[src/include/pmu_ctrl_defines.vh]
// register offsets, field positions, reset values and timing for the power mode controller
// included by the controller design file; holds definitions only
`ifndef PMU_CTRL_DEFINES_VH
`define PMU_CTRL_DEFINES_VH

// register offsets in the processor's page-0 register space
`define ANALOG_REGULATOR_CTRL_ADDR 8'h48
`define DIGITAL_REGULATOR_CTRL_ADDR 8'h49
`define BATTERY_EOL_CTRL_ADDR 8'h4a

// analog_regulator_ctrl fields
`define ANALOG_DEFAULT_TUNING_BIT 5
`define ANALOG_REGULATOR_ON_BIT 4
`define ANALOG_TRIM_MSB 3
`define ANALOG_TRIM_LSB 0
`define ANALOG_DEFAULT_TUNING_RST 1'b1
`define ANALOG_REGULATOR_ON_RST 1'b0
`define ANALOG_TRIM_RST 4'h3

// digital_regulator_ctrl fields
`define WAKE_LEVEL_BIT 7
`define DIGITAL_STATE_BIT 4
`define DIGITAL_TRIM_MSB 3
`define DIGITAL_TRIM_LSB 2
`define DIGITAL_HOLD_BIT 1
`define DIGITAL_TRIM_RST 2'h0
`define DIGITAL_HOLD_RST 1'b1

// battery_eol_ctrl fields
`define BATTERY_ABOVE_BIT 7
`define BATTERY_DETECTOR_ON_BIT 5
`define BATTERY_CODE_MSB 4
`define BATTERY_CODE_LSB 0
`define BATTERY_DETECTOR_ON_RST 1'b0
`define BATTERY_CODE_RST 5'h00

// power modes
`define MODE_OFF 2'h0
`define MODE_ON 2'h1
`define MODE_AUDIO 2'h2

// timing: clock period in ns, detector start-up and response limits in us
`define SYS_CLK_PERIOD_NS 20
`define EOL_START_US 100
`define EOL_RESPONSE_US 20
// start-up is a least wait: rounded up
`define EOL_START_CYCLES ((`EOL_START_US * 1000 + `SYS_CLK_PERIOD_NS - 1) / `SYS_CLK_PERIOD_NS)
// response is a longest time: rounded down
`define EOL_RESPONSE_CYCLES ((`EOL_RESPONSE_US * 1000) / `SYS_CLK_PERIOD_NS)

`endif

[src/rtl/level_sync.v]
// two flip-flop synchroniser for a single asynchronous level
// assumes one system clock and an asynchronous active-low reset
`timescale 1ns/1ps
module level_sync
#(
  parameter RESET_LEVEL = 1'b0
)
(
  // clock and reset
  input wire i_sys_clk,
  input wire i_rstn,
  // level in and out
  input wire i_async_level,
  output reg o_sync_level
);

  reg stage_one;

  always @(posedge i_sys_clk or negedge i_rstn)
  begin
    if (!i_rstn)
    begin
      stage_one <= RESET_LEVEL;
      o_sync_level <= RESET_LEVEL;
    end
    else
    begin
      stage_one <= i_async_level;
      o_sync_level <= stage_one;
    end
  end

endmodule

[src/rtl/power_mode_eol_control.v]
// power mode controller: regulator control registers, OFF/ON/AUDIO sequencing and
// battery end-of-life detector control and status.
// assumes the processor's 8-bit register port on the system clock; the wake pin and the
// analog comparator output are asynchronous and are synchronised here.
`timescale 1ns/1ps
`include "pmu_ctrl_defines.vh"
module power_mode_eol_control
#(
  parameter [3:0] ANALOG_DEFAULT_TRIM = 4'h3,
  parameter EOL_START_CYCLES = `EOL_START_CYCLES
)
(
  // clock and reset
  input wire i_sys_clk,
  input wire i_rstn,
  // processor register port
  input wire [7:0] i_reg_addr,
  input wire i_reg_wr,
  input wire i_reg_rd,
  input wire [7:0] i_reg_wdata,
  output reg [7:0] o_reg_rdata,
  // pins and analog comparator
  input wire i_wake_pin,
  input wire i_battery_comparator,
  // regulator controls
  output reg o_analog_supply_output_on,
  output reg [3:0] o_analog_regulator_trim,
  output reg o_digital_supply_output_on,
  output reg [1:0] o_digital_regulator_trim,
  // block power and detector controls
  output reg o_codec_power_on,
  output reg o_battery_detector_on,
  output reg [4:0] o_battery_threshold_code,
  output reg o_battery_status_valid,
  output reg [1:0] o_power_mode
);

  localparam CNT_W = 16;
  localparam integer START_LAST_INT = EOL_START_CYCLES - 1;
  localparam [CNT_W-1:0] START_LAST = START_LAST_INT[CNT_W-1:0];

  // control registers
  reg analog_default_tuning;
  reg analog_regulator_on;
  reg [3:0] analog_regulator_trim;
  reg [1:0] digital_regulator_trim;
  reg digital_regulator_hold;
  reg battery_detector_on;
  reg [4:0] battery_threshold_code;
  reg [1:0] mode;
  reg [CNT_W-1:0] start_count;
  reg start_done;

  // synchronised inputs and edge detect
  wire wake_level;
  wire battery_above_threshold;
  reg wake_last;
  wire wake_rise;

  reg [1:0] next_mode;
  reg [7:0] next_rdata;
  wire wr_analog;
  wire wr_digital;
  wire wr_eol;
  wire detector_powered;

  level_sync #(.RESET_LEVEL(1'b0)) u_wake_sync
  (
    .i_sys_clk(i_sys_clk),
    .i_rstn(i_rstn),
    .i_async_level(i_wake_pin),
    .o_sync_level(wake_level)
  );

  // the two-flop delay is 40 ns, far inside the response limit
  level_sync #(.RESET_LEVEL(1'b0)) u_eol_sync
  (
    .i_sys_clk(i_sys_clk),
    .i_rstn(i_rstn),
    .i_async_level(i_battery_comparator),
    .o_sync_level(battery_above_threshold)
  );

  assign wake_rise = wake_level & ~wake_last;
  // writes while OFF are dropped: the core would be unpowered
  assign wr_analog = i_reg_wr && (i_reg_addr == `ANALOG_REGULATOR_CTRL_ADDR) &&
    (mode != `MODE_OFF);
  assign wr_digital = i_reg_wr && (i_reg_addr == `DIGITAL_REGULATOR_CTRL_ADDR) &&
    (mode != `MODE_OFF);
  assign wr_eol = i_reg_wr && (i_reg_addr == `BATTERY_EOL_CTRL_ADDR) &&
    (mode != `MODE_OFF);
  assign detector_powered = battery_detector_on && (mode != `MODE_OFF);

  always @(posedge i_sys_clk or negedge i_rstn)
  begin
    if (!i_rstn)
      wake_last <= 1'b0;
    else
      wake_last <= wake_level;
  end

  // register writes
  always @(posedge i_sys_clk or negedge i_rstn)
  begin
    if (!i_rstn)
    begin
      analog_default_tuning <= `ANALOG_DEFAULT_TUNING_RST;
      analog_regulator_on <= `ANALOG_REGULATOR_ON_RST;
      analog_regulator_trim <= `ANALOG_TRIM_RST;
      digital_regulator_trim <= `DIGITAL_TRIM_RST;
      digital_regulator_hold <= `DIGITAL_HOLD_RST;
      battery_detector_on <= `BATTERY_DETECTOR_ON_RST;
      battery_threshold_code <= `BATTERY_CODE_RST;
    end
    else
    begin
      if (wr_analog)
      begin
        analog_default_tuning <= i_reg_wdata[`ANALOG_DEFAULT_TUNING_BIT];
        analog_regulator_on <= i_reg_wdata[`ANALOG_REGULATOR_ON_BIT];
        analog_regulator_trim <= i_reg_wdata[`ANALOG_TRIM_MSB:`ANALOG_TRIM_LSB];
      end
      else if (mode == `MODE_OFF && wake_rise)
      begin
        // waking always lands in ON, so any stale audio request is dropped
        analog_regulator_on <= 1'b0;
      end
      if (wr_digital)
      begin
        digital_regulator_trim <= i_reg_wdata[`DIGITAL_TRIM_MSB:`DIGITAL_TRIM_LSB];
        digital_regulator_hold <= i_reg_wdata[`DIGITAL_HOLD_BIT];
      end
      else if (mode == `MODE_OFF && wake_rise)
      begin
        // rearm the hold so the new ON session is not shut at once
        digital_regulator_hold <= 1'b1;
      end
      if (wr_eol)
      begin
        battery_detector_on <= i_reg_wdata[`BATTERY_DETECTOR_ON_BIT];
        battery_threshold_code <= i_reg_wdata[`BATTERY_CODE_MSB:`BATTERY_CODE_LSB];
      end
    end
  end

  // power mode sequencing; shutdown outranks an audio request
  always @*
  begin
    next_mode = mode;
    case (mode)
      `MODE_OFF:
      begin
        if (wake_rise)
          next_mode = `MODE_ON;
      end
      `MODE_ON:
      begin
        if (!digital_regulator_hold)
          next_mode = `MODE_OFF;
        else if (analog_regulator_on)
          next_mode = `MODE_AUDIO;
      end
      `MODE_AUDIO:
      begin
        if (!digital_regulator_hold)
          next_mode = `MODE_OFF;
        else if (!analog_regulator_on)
          next_mode = `MODE_ON;
      end
      default:
        next_mode = `MODE_ON;
    endcase
  end

  always @(posedge i_sys_clk or negedge i_rstn)
  begin
    if (!i_rstn)
      mode <= `MODE_ON;
    else
      mode <= next_mode;
  end

  // detector start-up timer; restarts whenever the detector loses power
  always @(posedge i_sys_clk or negedge i_rstn)
  begin
    if (!i_rstn)
    begin
      start_count <= {CNT_W{1'b0}};
      start_done <= 1'b0;
    end
    else if (!detector_powered)
    begin
      start_count <= {CNT_W{1'b0}};
      start_done <= 1'b0;
    end
    else if (!start_done)
    begin
      if (start_count == START_LAST)
        start_done <= 1'b1;
      else
        start_count <= start_count + 1'b1;
    end
  end

  // read mux; write-only and reserved bits read zero, unmapped addresses read zero
  always @*
  begin
    next_rdata = 8'h00;
    case (i_reg_addr)
      `ANALOG_REGULATOR_CTRL_ADDR:
      begin
        next_rdata[`ANALOG_DEFAULT_TUNING_BIT] = analog_default_tuning;
        next_rdata[`ANALOG_REGULATOR_ON_BIT] = analog_regulator_on;
        next_rdata[`ANALOG_TRIM_MSB:`ANALOG_TRIM_LSB] = analog_regulator_trim;
      end
      `DIGITAL_REGULATOR_CTRL_ADDR:
      begin
        next_rdata[`WAKE_LEVEL_BIT] = wake_level;
        next_rdata[`DIGITAL_STATE_BIT] = (mode != `MODE_OFF);
        next_rdata[`DIGITAL_TRIM_MSB:`DIGITAL_TRIM_LSB] = digital_regulator_trim;
      end
      `BATTERY_EOL_CTRL_ADDR:
      begin
        next_rdata[`BATTERY_ABOVE_BIT] = battery_above_threshold;
        next_rdata[`BATTERY_DETECTOR_ON_BIT] = battery_detector_on;
        next_rdata[`BATTERY_CODE_MSB:`BATTERY_CODE_LSB] = battery_threshold_code;
      end
      default:
        next_rdata = 8'h00;
    endcase
  end

  always @(posedge i_sys_clk or negedge i_rstn)
  begin
    if (!i_rstn)
      o_reg_rdata <= 8'h00;
    else if (i_reg_rd)
      o_reg_rdata <= next_rdata;
  end

  // registered outputs; mode, supplies, codec and detector enable are driven from the next mode so they change with it
  always @(posedge i_sys_clk or negedge i_rstn)
  begin
    if (!i_rstn)
    begin
      o_power_mode <= `MODE_ON;
      o_digital_supply_output_on <= 1'b1;
      o_analog_supply_output_on <= 1'b0;
      o_codec_power_on <= 1'b0;
      o_analog_regulator_trim <= ANALOG_DEFAULT_TRIM;
      o_digital_regulator_trim <= `DIGITAL_TRIM_RST;
      o_battery_detector_on <= 1'b0;
      o_battery_threshold_code <= `BATTERY_CODE_RST;
      o_battery_status_valid <= 1'b0;
    end
    else
    begin
      o_power_mode <= next_mode;
      o_digital_supply_output_on <= (next_mode != `MODE_OFF);
      o_analog_supply_output_on <= (next_mode == `MODE_AUDIO);
      o_codec_power_on <= (next_mode == `MODE_AUDIO);
      o_analog_regulator_trim <= analog_default_tuning ? ANALOG_DEFAULT_TRIM :
        analog_regulator_trim;
      o_digital_regulator_trim <= digital_regulator_trim;
      o_battery_detector_on <= battery_detector_on && (next_mode != `MODE_OFF);
      o_battery_threshold_code <= battery_threshold_code;
      o_battery_status_valid <= start_done && detector_powered;
    end
  end

endmodule

[config.mk]
export PLATFORM = sky130hd
export DESIGN_NAME = power_mode_eol_control
export DESIGN_NICKNAME = d
export VERILOG_FILES = /design/src/rtl/level_sync.v /design/src/rtl/power_mode_eol_control.v
export VERILOG_INCLUDE_DIRS = /design/src /design/src/include
export SDC_FILE = /design/constraint.sdc
export NUM_CORES = 1
export LEC_CHECK = 0
export CORE_ASPECT_RATIO = 1.25
export CORE_MARGIN = 2
export CORE_UTILIZATION = 60
export CTS_CLUSTER_DIAMETER = 150
export DETAILED_ROUTE_END_ITERATION = 8
export DONT_BUFFER_PORTS = 1
export GPL_TIMING_DRIVEN = 1
export PLACE_DENSITY = 0.76
export SLEW_MARGIN = 20
export SYNTH_ARGS = -nofsm -noshare
export SYNTH_HDL_FRONTEND = slang
export SYNTH_SLANG_ARGS = --single-unit
[constraint.sdc]
create_clock -name i_sys_clk -period 2.2 [get_ports i_sys_clk]
set_clock_uncertainty 0.15 [all_clocks]
set_input_delay 0.11 -clock i_sys_clk [delete_from_list [all_inputs] [get_ports i_sys_clk]]
set_output_delay 0.11 -clock i_sys_clk [all_outputs]
set_load 0.02 [all_outputs]
==> results of run 1 <==
-- worst max-delay path: stages, from the launching register on --
cell and delay (ps):
sky130_fd_sc_hd__dfrtp_1 440, sky130_fd_sc_hd__or4_4 540, sky130_fd_sc_hd__nor4_4 290, sky130_fd_sc_hd__buf_4 180
sky130_fd_sc_hd__nor2_1 70, sky130_fd_sc_hd__xnor2_1 170, sky130_fd_sc_hd__nor2_1 50
-- layer usage --
metal	routed length, um	vias up	track usage [%]
met2	3020	39	43.2
met1	2020	865	26.3
li1	-	791	-
met3	160	6	7.62
met5	0	-	0
met4	65	0	8.67
-- path summary, 6_finish.rpt --
| kind | startpoint | to | slack [ps] | depth (start not counted) |
|---|---|---|---|---|
| max in group asynchronous | i_rstn | o_analog_regulator_trim[1] | 1430 | 2 |
| min in group asynchronous | i_rstn | start_count[11] | 170 | 2 |
| hold reg to reg | u_wake_sync.stage_one | u_wake_sync.o_sync_level | 200 | 0 |
| setup reg to reg | start_count[3] | start_count[0] | 190 | 6 |
| hold / removal | i_reg_addr[1] | o_reg_rdata[4] | 40 | 3 |
| setup / recovery | start_count[3] | start_count[0] | 190 | 6 |
-- power by group through the flow --
stage / Combinational [mW] / Sequential [mW] / Clock (mW)
floorplan: 0.0903 / 1.28 / 0
global placement: 0.131 / 1.26 / 0
detailed placement: 0.138 / 1.27 / 0
CTS: 0.192 / 1.25 / 0.868
global route: 0.212 / 1.25 / 0.923
finish: 0.193 / 1.25 / 0.855
-- cells by family after synthesis --
kind of cell / share of synthesized area [%]
AO/OA/AOI/OAI: 5.13
multiplexers: 8.51
XOR/XNOR: 4.79
AND/OR/NAND/NOR: 18.2
flip-flops: 60.0
adder cells (fa/ha/maj): 0.489
other: 0.147
buffers and inverters: 2.64
-- synth_stat cells, types with 3 or more instances --
cell type,number
sky130_fd_sc_hd__nand3_1,3
sky130_fd_sc_hd__clkbuf_1,4
sky130_fd_sc_hd__nor3_1,7
sky130_fd_sc_hd__dfrtp_1,53
sky130_fd_sc_hd__o22ai_1,6
sky130_fd_sc_hd__nor2b_1,5
sky130_fd_sc_hd__nor2_1,24
sky130_fd_sc_hd__mux2_2,14
sky130_fd_sc_hd__xnor2_1,11
sky130_fd_sc_hd__o21ai_0,5
sky130_fd_sc_hd__nand2b_1,3
sky130_fd_sc_hd__nand4_1,3
sky130_fd_sc_hd__inv_1,9
sky130_fd_sc_hd__mux2i_1,6
sky130_fd_sc_hd__dfstp_2,8
sky130_fd_sc_hd__a21oi_1,6
sky130_fd_sc_hd__or2_2,5
sky130_fd_sc_hd__xor2_1,3
sky130_fd_sc_hd__nand2_1,13
-- cell type report --
class / count / area (um2) / share of cell area, %
multi-input cells: 139 / 955 / 32.1
inverters: 9 / 33.8 / 1.13
clock inverters: 6 / 38.8 / 1.30
repair buffers: 20 / 205 / 6.89
clock buffers: 10 / 138 / 4.62
flip-flops and latches: 61 / 1540 / 51.6
well taps: 56 / 70.1 / 2.35
-- flip-flops by register name, summed over array words and instances (netlist names), 2 cells and up --
name and count:
o_digital_regulator_trim 2, digital_regulator_trim 2, o_battery_threshold_code 5, o_power_mode 2, o_analog_regulator_trim 4, battery_threshold_code 5, o_reg_rdata 7, start_count 16
analog_regulator_trim 4
-- repair_timing --
action	4_1_cts	5_1_grt
setup endpoints to repair	0	0
hold buffers	15	0
endpoints found under the hold margin	85	0
-- stage by stage --
stage | cells | util (%) | total power [mW] | worst slack, ps
2_1_floorplan | 216 | - | 1.37 | 197
3_3_place_gp | 270 | 64.2 | 1.39 | 229
3_5_place_dp | 270 | 64.2 | 1.40 | 195
4_1_cts | 301 | 72.6 | 2.31 | 169
5_1_grt | 301 | 72.6 | 2.39 | 73.9
6_report | 301 | 72.6 | 2.29 | 190
-- cell usage in the layout, fill, tap and decap left out, types with 2 or more instances in the layout --
master / n
sky130_fd_sc_hd__nand3_1: 3
sky130_fd_sc_hd__mux2_2: 14
sky130_fd_sc_hd__buf_4: 5
sky130_fd_sc_hd__clkinvlp_4: 2
sky130_fd_sc_hd__dfrtp_1: 53
sky130_fd_sc_hd__clkinv_2: 3
sky130_fd_sc_hd__nor2_1: 24
sky130_fd_sc_hd__nor3_1: 7
sky130_fd_sc_hd__inv_1: 9
sky130_fd_sc_hd__o21ai_0: 5
sky130_fd_sc_hd__xnor2_1: 11
sky130_fd_sc_hd__nand2_1: 13
sky130_fd_sc_hd__xor2_1: 3
sky130_fd_sc_hd__a21oi_1: 6
sky130_fd_sc_hd__mux2i_1: 6
sky130_fd_sc_hd__and2_1: 2
sky130_fd_sc_hd__or2_2: 5
sky130_fd_sc_hd__nor4b_1: 2
sky130_fd_sc_hd__nand2b_1: 3
sky130_fd_sc_hd__nand4_1: 3
sky130_fd_sc_hd__nor2b_1: 5
sky130_fd_sc_hd__or3_1: 2
sky130_fd_sc_hd__clkbuf_8: 10
sky130_fd_sc_hd__dfstp_2: 8
sky130_fd_sc_hd__dlygate4sd3_1: 14
sky130_fd_sc_hd__o22ai_1: 6
==> impl_summary.log, run 1 <==
INFO  metric cts.root.buffer_cell = sky130_fd_sc_hd__clkbuf_8
INFO  metric p_sw_share = 25.9%
INFO  metric post-dp-hpwl = ~3500 um
INFO  metric first_pass_grt_wire_length = 8710 um
INFO  metric post_synth_main_area_contributors = sky130_fd_sc_hd__dfrtp_1 (52%), sky130_fd_sc_hd__dfstp_2 (8.2%), sky130_fd_sc_hd__mux2_2 (6.2%)
INFO  metric net-switching-power = 594 uW
INFO  metric achievable-frequency = ~500 MHz
INFO  metric ant_nets_after_route = 0
INFO  metric dieArea = 4810 um2
INFO  metric first_pass_iters = 4
INFO  metric synthFlopType = sky130_fd_sc_hd__dfrtp_1
INFO  metric end_kind = register
INFO  metric run_status = completed
INFO  metric tritoncts_clock_tree = yes
INFO  metric placeableCoreArea = 4100 um2
INFO  metric hold_viol_final = 0
INFO  metric timing.final.crit_share = around nine tenths
INFO  metric detail_route.vias_per_cell = 5.65
INFO  metric synth_area_per_cell = approximately 12 um2
INFO  metric gr-usage-all-layers = 24.0%
INFO  metric yosysWarningCount = 0
INFO  metric worstSetupStartpointType = register
INFO  metric rsz0062_at_grt = no
INFO  metric post-route-cell-area = ~3000 um2
INFO  metric final.min_clock_period = approximately 2000 ps
INFO  metric cts_num_sinks = 61
INFO  metric total_setup_violations_reported_at_the_end_of_the_flow = 0
INFO  metric io_buffer_count = 0
INFO  metric nFillCells = 321
INFO  metric slew_at_the_pin_closest_to_its_max_slew_limit = 533 ps
INFO  metric clkSlewWorstSetupHoldPaths = ~60 ps
INFO  metric cp.arrival = 2070 ps
INFO  metric routed_wire_length_per_instance = 17.5 um
INFO  metric final_layout_size_suffix_gt1_share = 22.0%
INFO  metric power_per_cell_area = roughly 770 nW/um2
INFO  metric detail_route.wirelength = 5260 um
INFO  metric start_util = 62.4%
INFO  metric route.vias.total = 1701
INFO  metric die_span_y = 77.0 um
INFO  metric post_cts_resize_count = 0
INFO  metric drv_slew = 0
INFO  metric drc_errors = 0
INFO  metric cts_htree_levels = 3
INFO  metric edff_count_synth = 0
INFO  metric die_width = between 60 and 70 um
INFO  metric synth-seq-area-share = between 60% and 70%
INFO  metric place.gp.congestion = 0.799
INFO  metric power.leakage = ~1.3 nW
INFO  metric power.combinational.fraction = about 8.4%
INFO  metric fin_nets = 263
INFO  metric setup_total_negative_slack = 0 ps
INFO  metric worstSetupPathType = reg2reg
INFO  metric clk_latency = 330 ps
INFO  metric synthesis.area = 2560 um2
INFO  metric first_global_vias = about 1800
INFO  metric antenna_cells = 0
INFO  metric synthDistinctLibCells = 43
INFO  metric vdd_drop_max = 0.593 mV
INFO  metric path_max_fanout = 5
INFO  metric hold_path_class = in2reg
INFO  metric antenna_found_initial = 0
INFO  metric seq_power_share = 54.3%
INFO  metric area_growth_syn_to_layout = 16.3%
INFO  metric power_frac_clock = 37.3%
INFO  metric post_synth_top_area_share = 51.8%
INFO  metric syn-instance-count = between 200 and 250
INFO  metric crit_required = 2260 ps
INFO  metric grt_start_max_net_pins = 62
INFO  metric relSlewSlack = between 60 and 70%
INFO  metric postSynth.asyncResetShare = 100%
INFO  metric area_of_placed_instances = 2630 um2
INFO  metric ioPinCount = 48
INFO  metric power_report.internal_total = roughly 1.7 mW
INFO  metric holdWs = 44.0 ps
INFO  metric synth-seq-cells = 61
INFO  metric drc_violation_total_after_the_first_tritonroute_iteration = 88
INFO  metric maxCapViolCount = 0
INFO  metric postSynthNetCount = 239
INFO  metric clock_path_buffers = 2
INFO  metric synth.largest_area_cell = sky130_fd_sc_hd__dfrtp_1
INFO  metric post-cts-setup-buffer-count = 0
INFO  metric placement_rows = 26
INFO  metric gr-total-overflow = 0
INFO  metric numCtsBuffers = 9
(Power assumes the default switching activity.)
==> run 2, diff against run 1 <==
--- a/config.mk
+++ b/config.mk
@@ -14,6 +14,7 @@
 export DONT_BUFFER_PORTS = 1
 export GPL_TIMING_DRIVEN = 1
 export PLACE_DENSITY = 0.76
+export RECOVER_POWER = 100
 export SLEW_MARGIN = 20
 export SYNTH_ARGS = -nofsm -noshare
 export SYNTH_HDL_FRONTEND = slang
==> impl_summary.log, run 2 (synthesis gave the netlist of run 1 again) <==
INFO  metric run_status = completed
INFO  metric post_cts_resize_count = 0
INFO  metric drc_violation_total_after_the_first_tritonroute_iteration = 73
INFO  metric final_layout_size_suffix_gt1_share = between 10% and 20%
INFO  metric nFillCells = 324
INFO  metric crit_required = about 2300 ps
INFO  metric registers.top_by_ff_count = start_count
INFO  metric layout.cells.non_filler = 301
INFO  metric multi_input_comb_area = 955 um2
INFO  metric power.combinational.fraction = 7.8%
INFO  metric route.vias.total = between 1500 and 2000
INFO  metric ant_nets_after_route = 0
INFO  metric fin_nets = 263
INFO  metric io_buffer_count = 0
INFO  metric antenna_found_initial = 0
INFO  metric grt_start_max_net_pins = 62
INFO  metric total_setup_violations_reported_at_the_end_of_the_flow = 0
INFO  metric finalPower = 2.27 mW
INFO  metric rsz0062_at_grt = no
INFO  metric start_util = 62.4%
INFO  metric layout_commonest_cell = sky130_fd_sc_hd__dfrtp_1
INFO  metric dp_cells = 270
INFO  metric power_per_cell_area = 773 nW/um2
INFO  metric path_max_fanout = 5
INFO  metric timing.final.crit_share = 91.8%
INFO  metric gr-usage-all-layers = 24.0%
INFO  metric cp.arrival = 2070 ps
INFO  metric placement_rows = 26
INFO  metric area_growth_syn_to_layout = 14.9%
INFO  metric end_kind = register
INFO  metric clock_path_buffers = 2
INFO  metric net-switching-power = 593 uW
INFO  metric detail_route.wirelength = 5240 um
INFO  metric clkSlewWorstSetupHoldPaths = 60 ps
INFO  metric cts_htree_levels = 3
INFO  metric biggestRegsByFlops = start_count (16), o_reg_rdata (7)
INFO  metric antenna_cells = 0
INFO  metric vdd_drop_max = 0.582 mV
INFO  metric worstSetupStartpointType = register
INFO  metric largest_register_ffs = 16
INFO  metric first_global_vias = around 1800
INFO  metric setup_total_negative_slack = 0 ps
INFO  metric post-route-util = 71.7%
INFO  metric first_pass_iters = 4
INFO  metric hold_path_class = in2reg
INFO  metric maxCapViolCount = 0
INFO  metric postCtsHoldBufs = 15
INFO  metric die_width = around 62 um
INFO  metric cts.root.buffer_cell = sky130_fd_sc_hd__clkbuf_8
INFO  metric most-common-layout-cells = sky130_fd_sc_hd__dfrtp_1 (53), sky130_fd_sc_hd__nor2_1 (24), sky130_fd_sc_hd__mux2_2 (14), sky130_fd_sc_hd__dlygate4sd3_1 (14), sky130_fd_sc_hd__nand2_1 (13)
INFO  metric post-cts-setup-buffer-count = 0
INFO  metric power.leakage = ~1.3 nW
INFO  metric placeableCoreArea = 4100 um2
INFO  metric drc_errors = 0
INFO  metric die_span_y = 77.0 um
INFO  metric first_pass_grt_wire_length = 8710 um
INFO  metric slew_at_the_pin_closest_to_its_max_slew_limit = 1420 ps
INFO  metric p_sw_share = 26.1%
INFO  metric worstSetupPathType = reg2reg
INFO  metric drv_slew = 0
INFO  metric routed_wire_length_per_instance = 17.4 um
INFO  metric achievable-frequency = slightly below 500 MHz
INFO  metric dieArea = 4810 um2
INFO  metric relSlewSlack = 5.32%
INFO  metric numCtsBuffers = 9
INFO  metric final.min_clock_period = between 2000 and 2500 ps
INFO  metric place.gp.congestion = 0.799
INFO  metric gr-total-overflow = 0
INFO  metric power_frac_clock = roughly 38%
INFO  metric hold_viol_final = 0
INFO  metric tritoncts_clock_tree = yes
INFO  metric detail_route.vias_per_cell = 5.62
INFO  metric holdWs = 41.3 ps
INFO  metric power_report.internal_total = 1.68 mW
INFO  metric layout.area.seq = 1540 um2
INFO  metric ioPinCount = 48
INFO  metric seq_power_share = 54.5%
INFO  metric post-dp-hpwl = 3490 um
INFO  metric cts_num_sinks = 61
INFO  metric clk_latency = 330 ps
-- run 2: cell types whose count changed in the layout (fill, tap and decap cells not counted), sizes merged --
| cell | before | now |
|---|---|---|
| buf | 6 | 1 |
| clkbuf | 10 | 15 |
-- run 2: per-layer routing --
| metal | track usage (%) | wire [um] | vias up |
|---|---|---|---|
| li1 | - | - | 791 |
| met4 | 8.67 | 88 | 0 |
| met2 | 43.2 | 3000 | 39 |
| met1 | 26.3 | 2000 | 855 |
| met3 | 7.62 | 160 | 8 |
| met5 | 0 | 0 | - |
-- run 2: power groups by stage --
stage	Combinational, mW	Clock (mW)	Sequential, mW
2_1_floorplan	0.0903	0	1.28
3_3_place_gp	0.131	0	1.26
3_5_place_dp	0.138	0	1.27
4_1_cts	0.192	0.868	1.25
5_1_grt	0.197	0.923	1.24
6_report	0.177	0.856	1.24
-- run 2: metrics by stage --
step	setup WS, ps	area (um2)
detailed placement	195	2630
global route	62.4	2940
finish	179	2940
floorplan	197	2560
CTS	169	2980
global placement	229	2630
-- run 2: worst max-delay path: stages (launching register included) --
cell and delay [ps]:
sky130_fd_sc_hd__dfrtp_1 440, sky130_fd_sc_hd__or4_4 540, sky130_fd_sc_hd__nor4_4 290, sky130_fd_sc_hd__buf_4 190, sky130_fd_sc_hd__nor2_1 70, sky130_fd_sc_hd__xnor2_1 170
sky130_fd_sc_hd__nor2_1 50
-- run 2: final cells by class --
cell class,count,area share (%)
Sequential cell,61,52.3
Multi-Input combinational cell,139,32.5
Timing Repair Buffer,20,5.74
Clock buffer,10,4.68
Tap cell,56,2.38
Clock inverter,6,1.32
Inverter,9,1.15
-- run 2: final timing paths --
path                                       startpoint                        to  slack (ps)  cells past startpoint
worst max-delay path                   start_count[3]            start_count[0]         180                      6
worst min-delay path                    i_reg_addr[1]            o_reg_rdata[4]          40                      3
worst max register to register         start_count[3]            start_count[0]         180                      6
worst min register to register  u_wake_sync.stage_one  u_wake_sync.o_sync_level         200                      0
max in group asynchronous                      i_rstn            o_reg_rdata[0]         520                      2
min in group asynchronous                      i_rstn            start_count[8]         520                      2
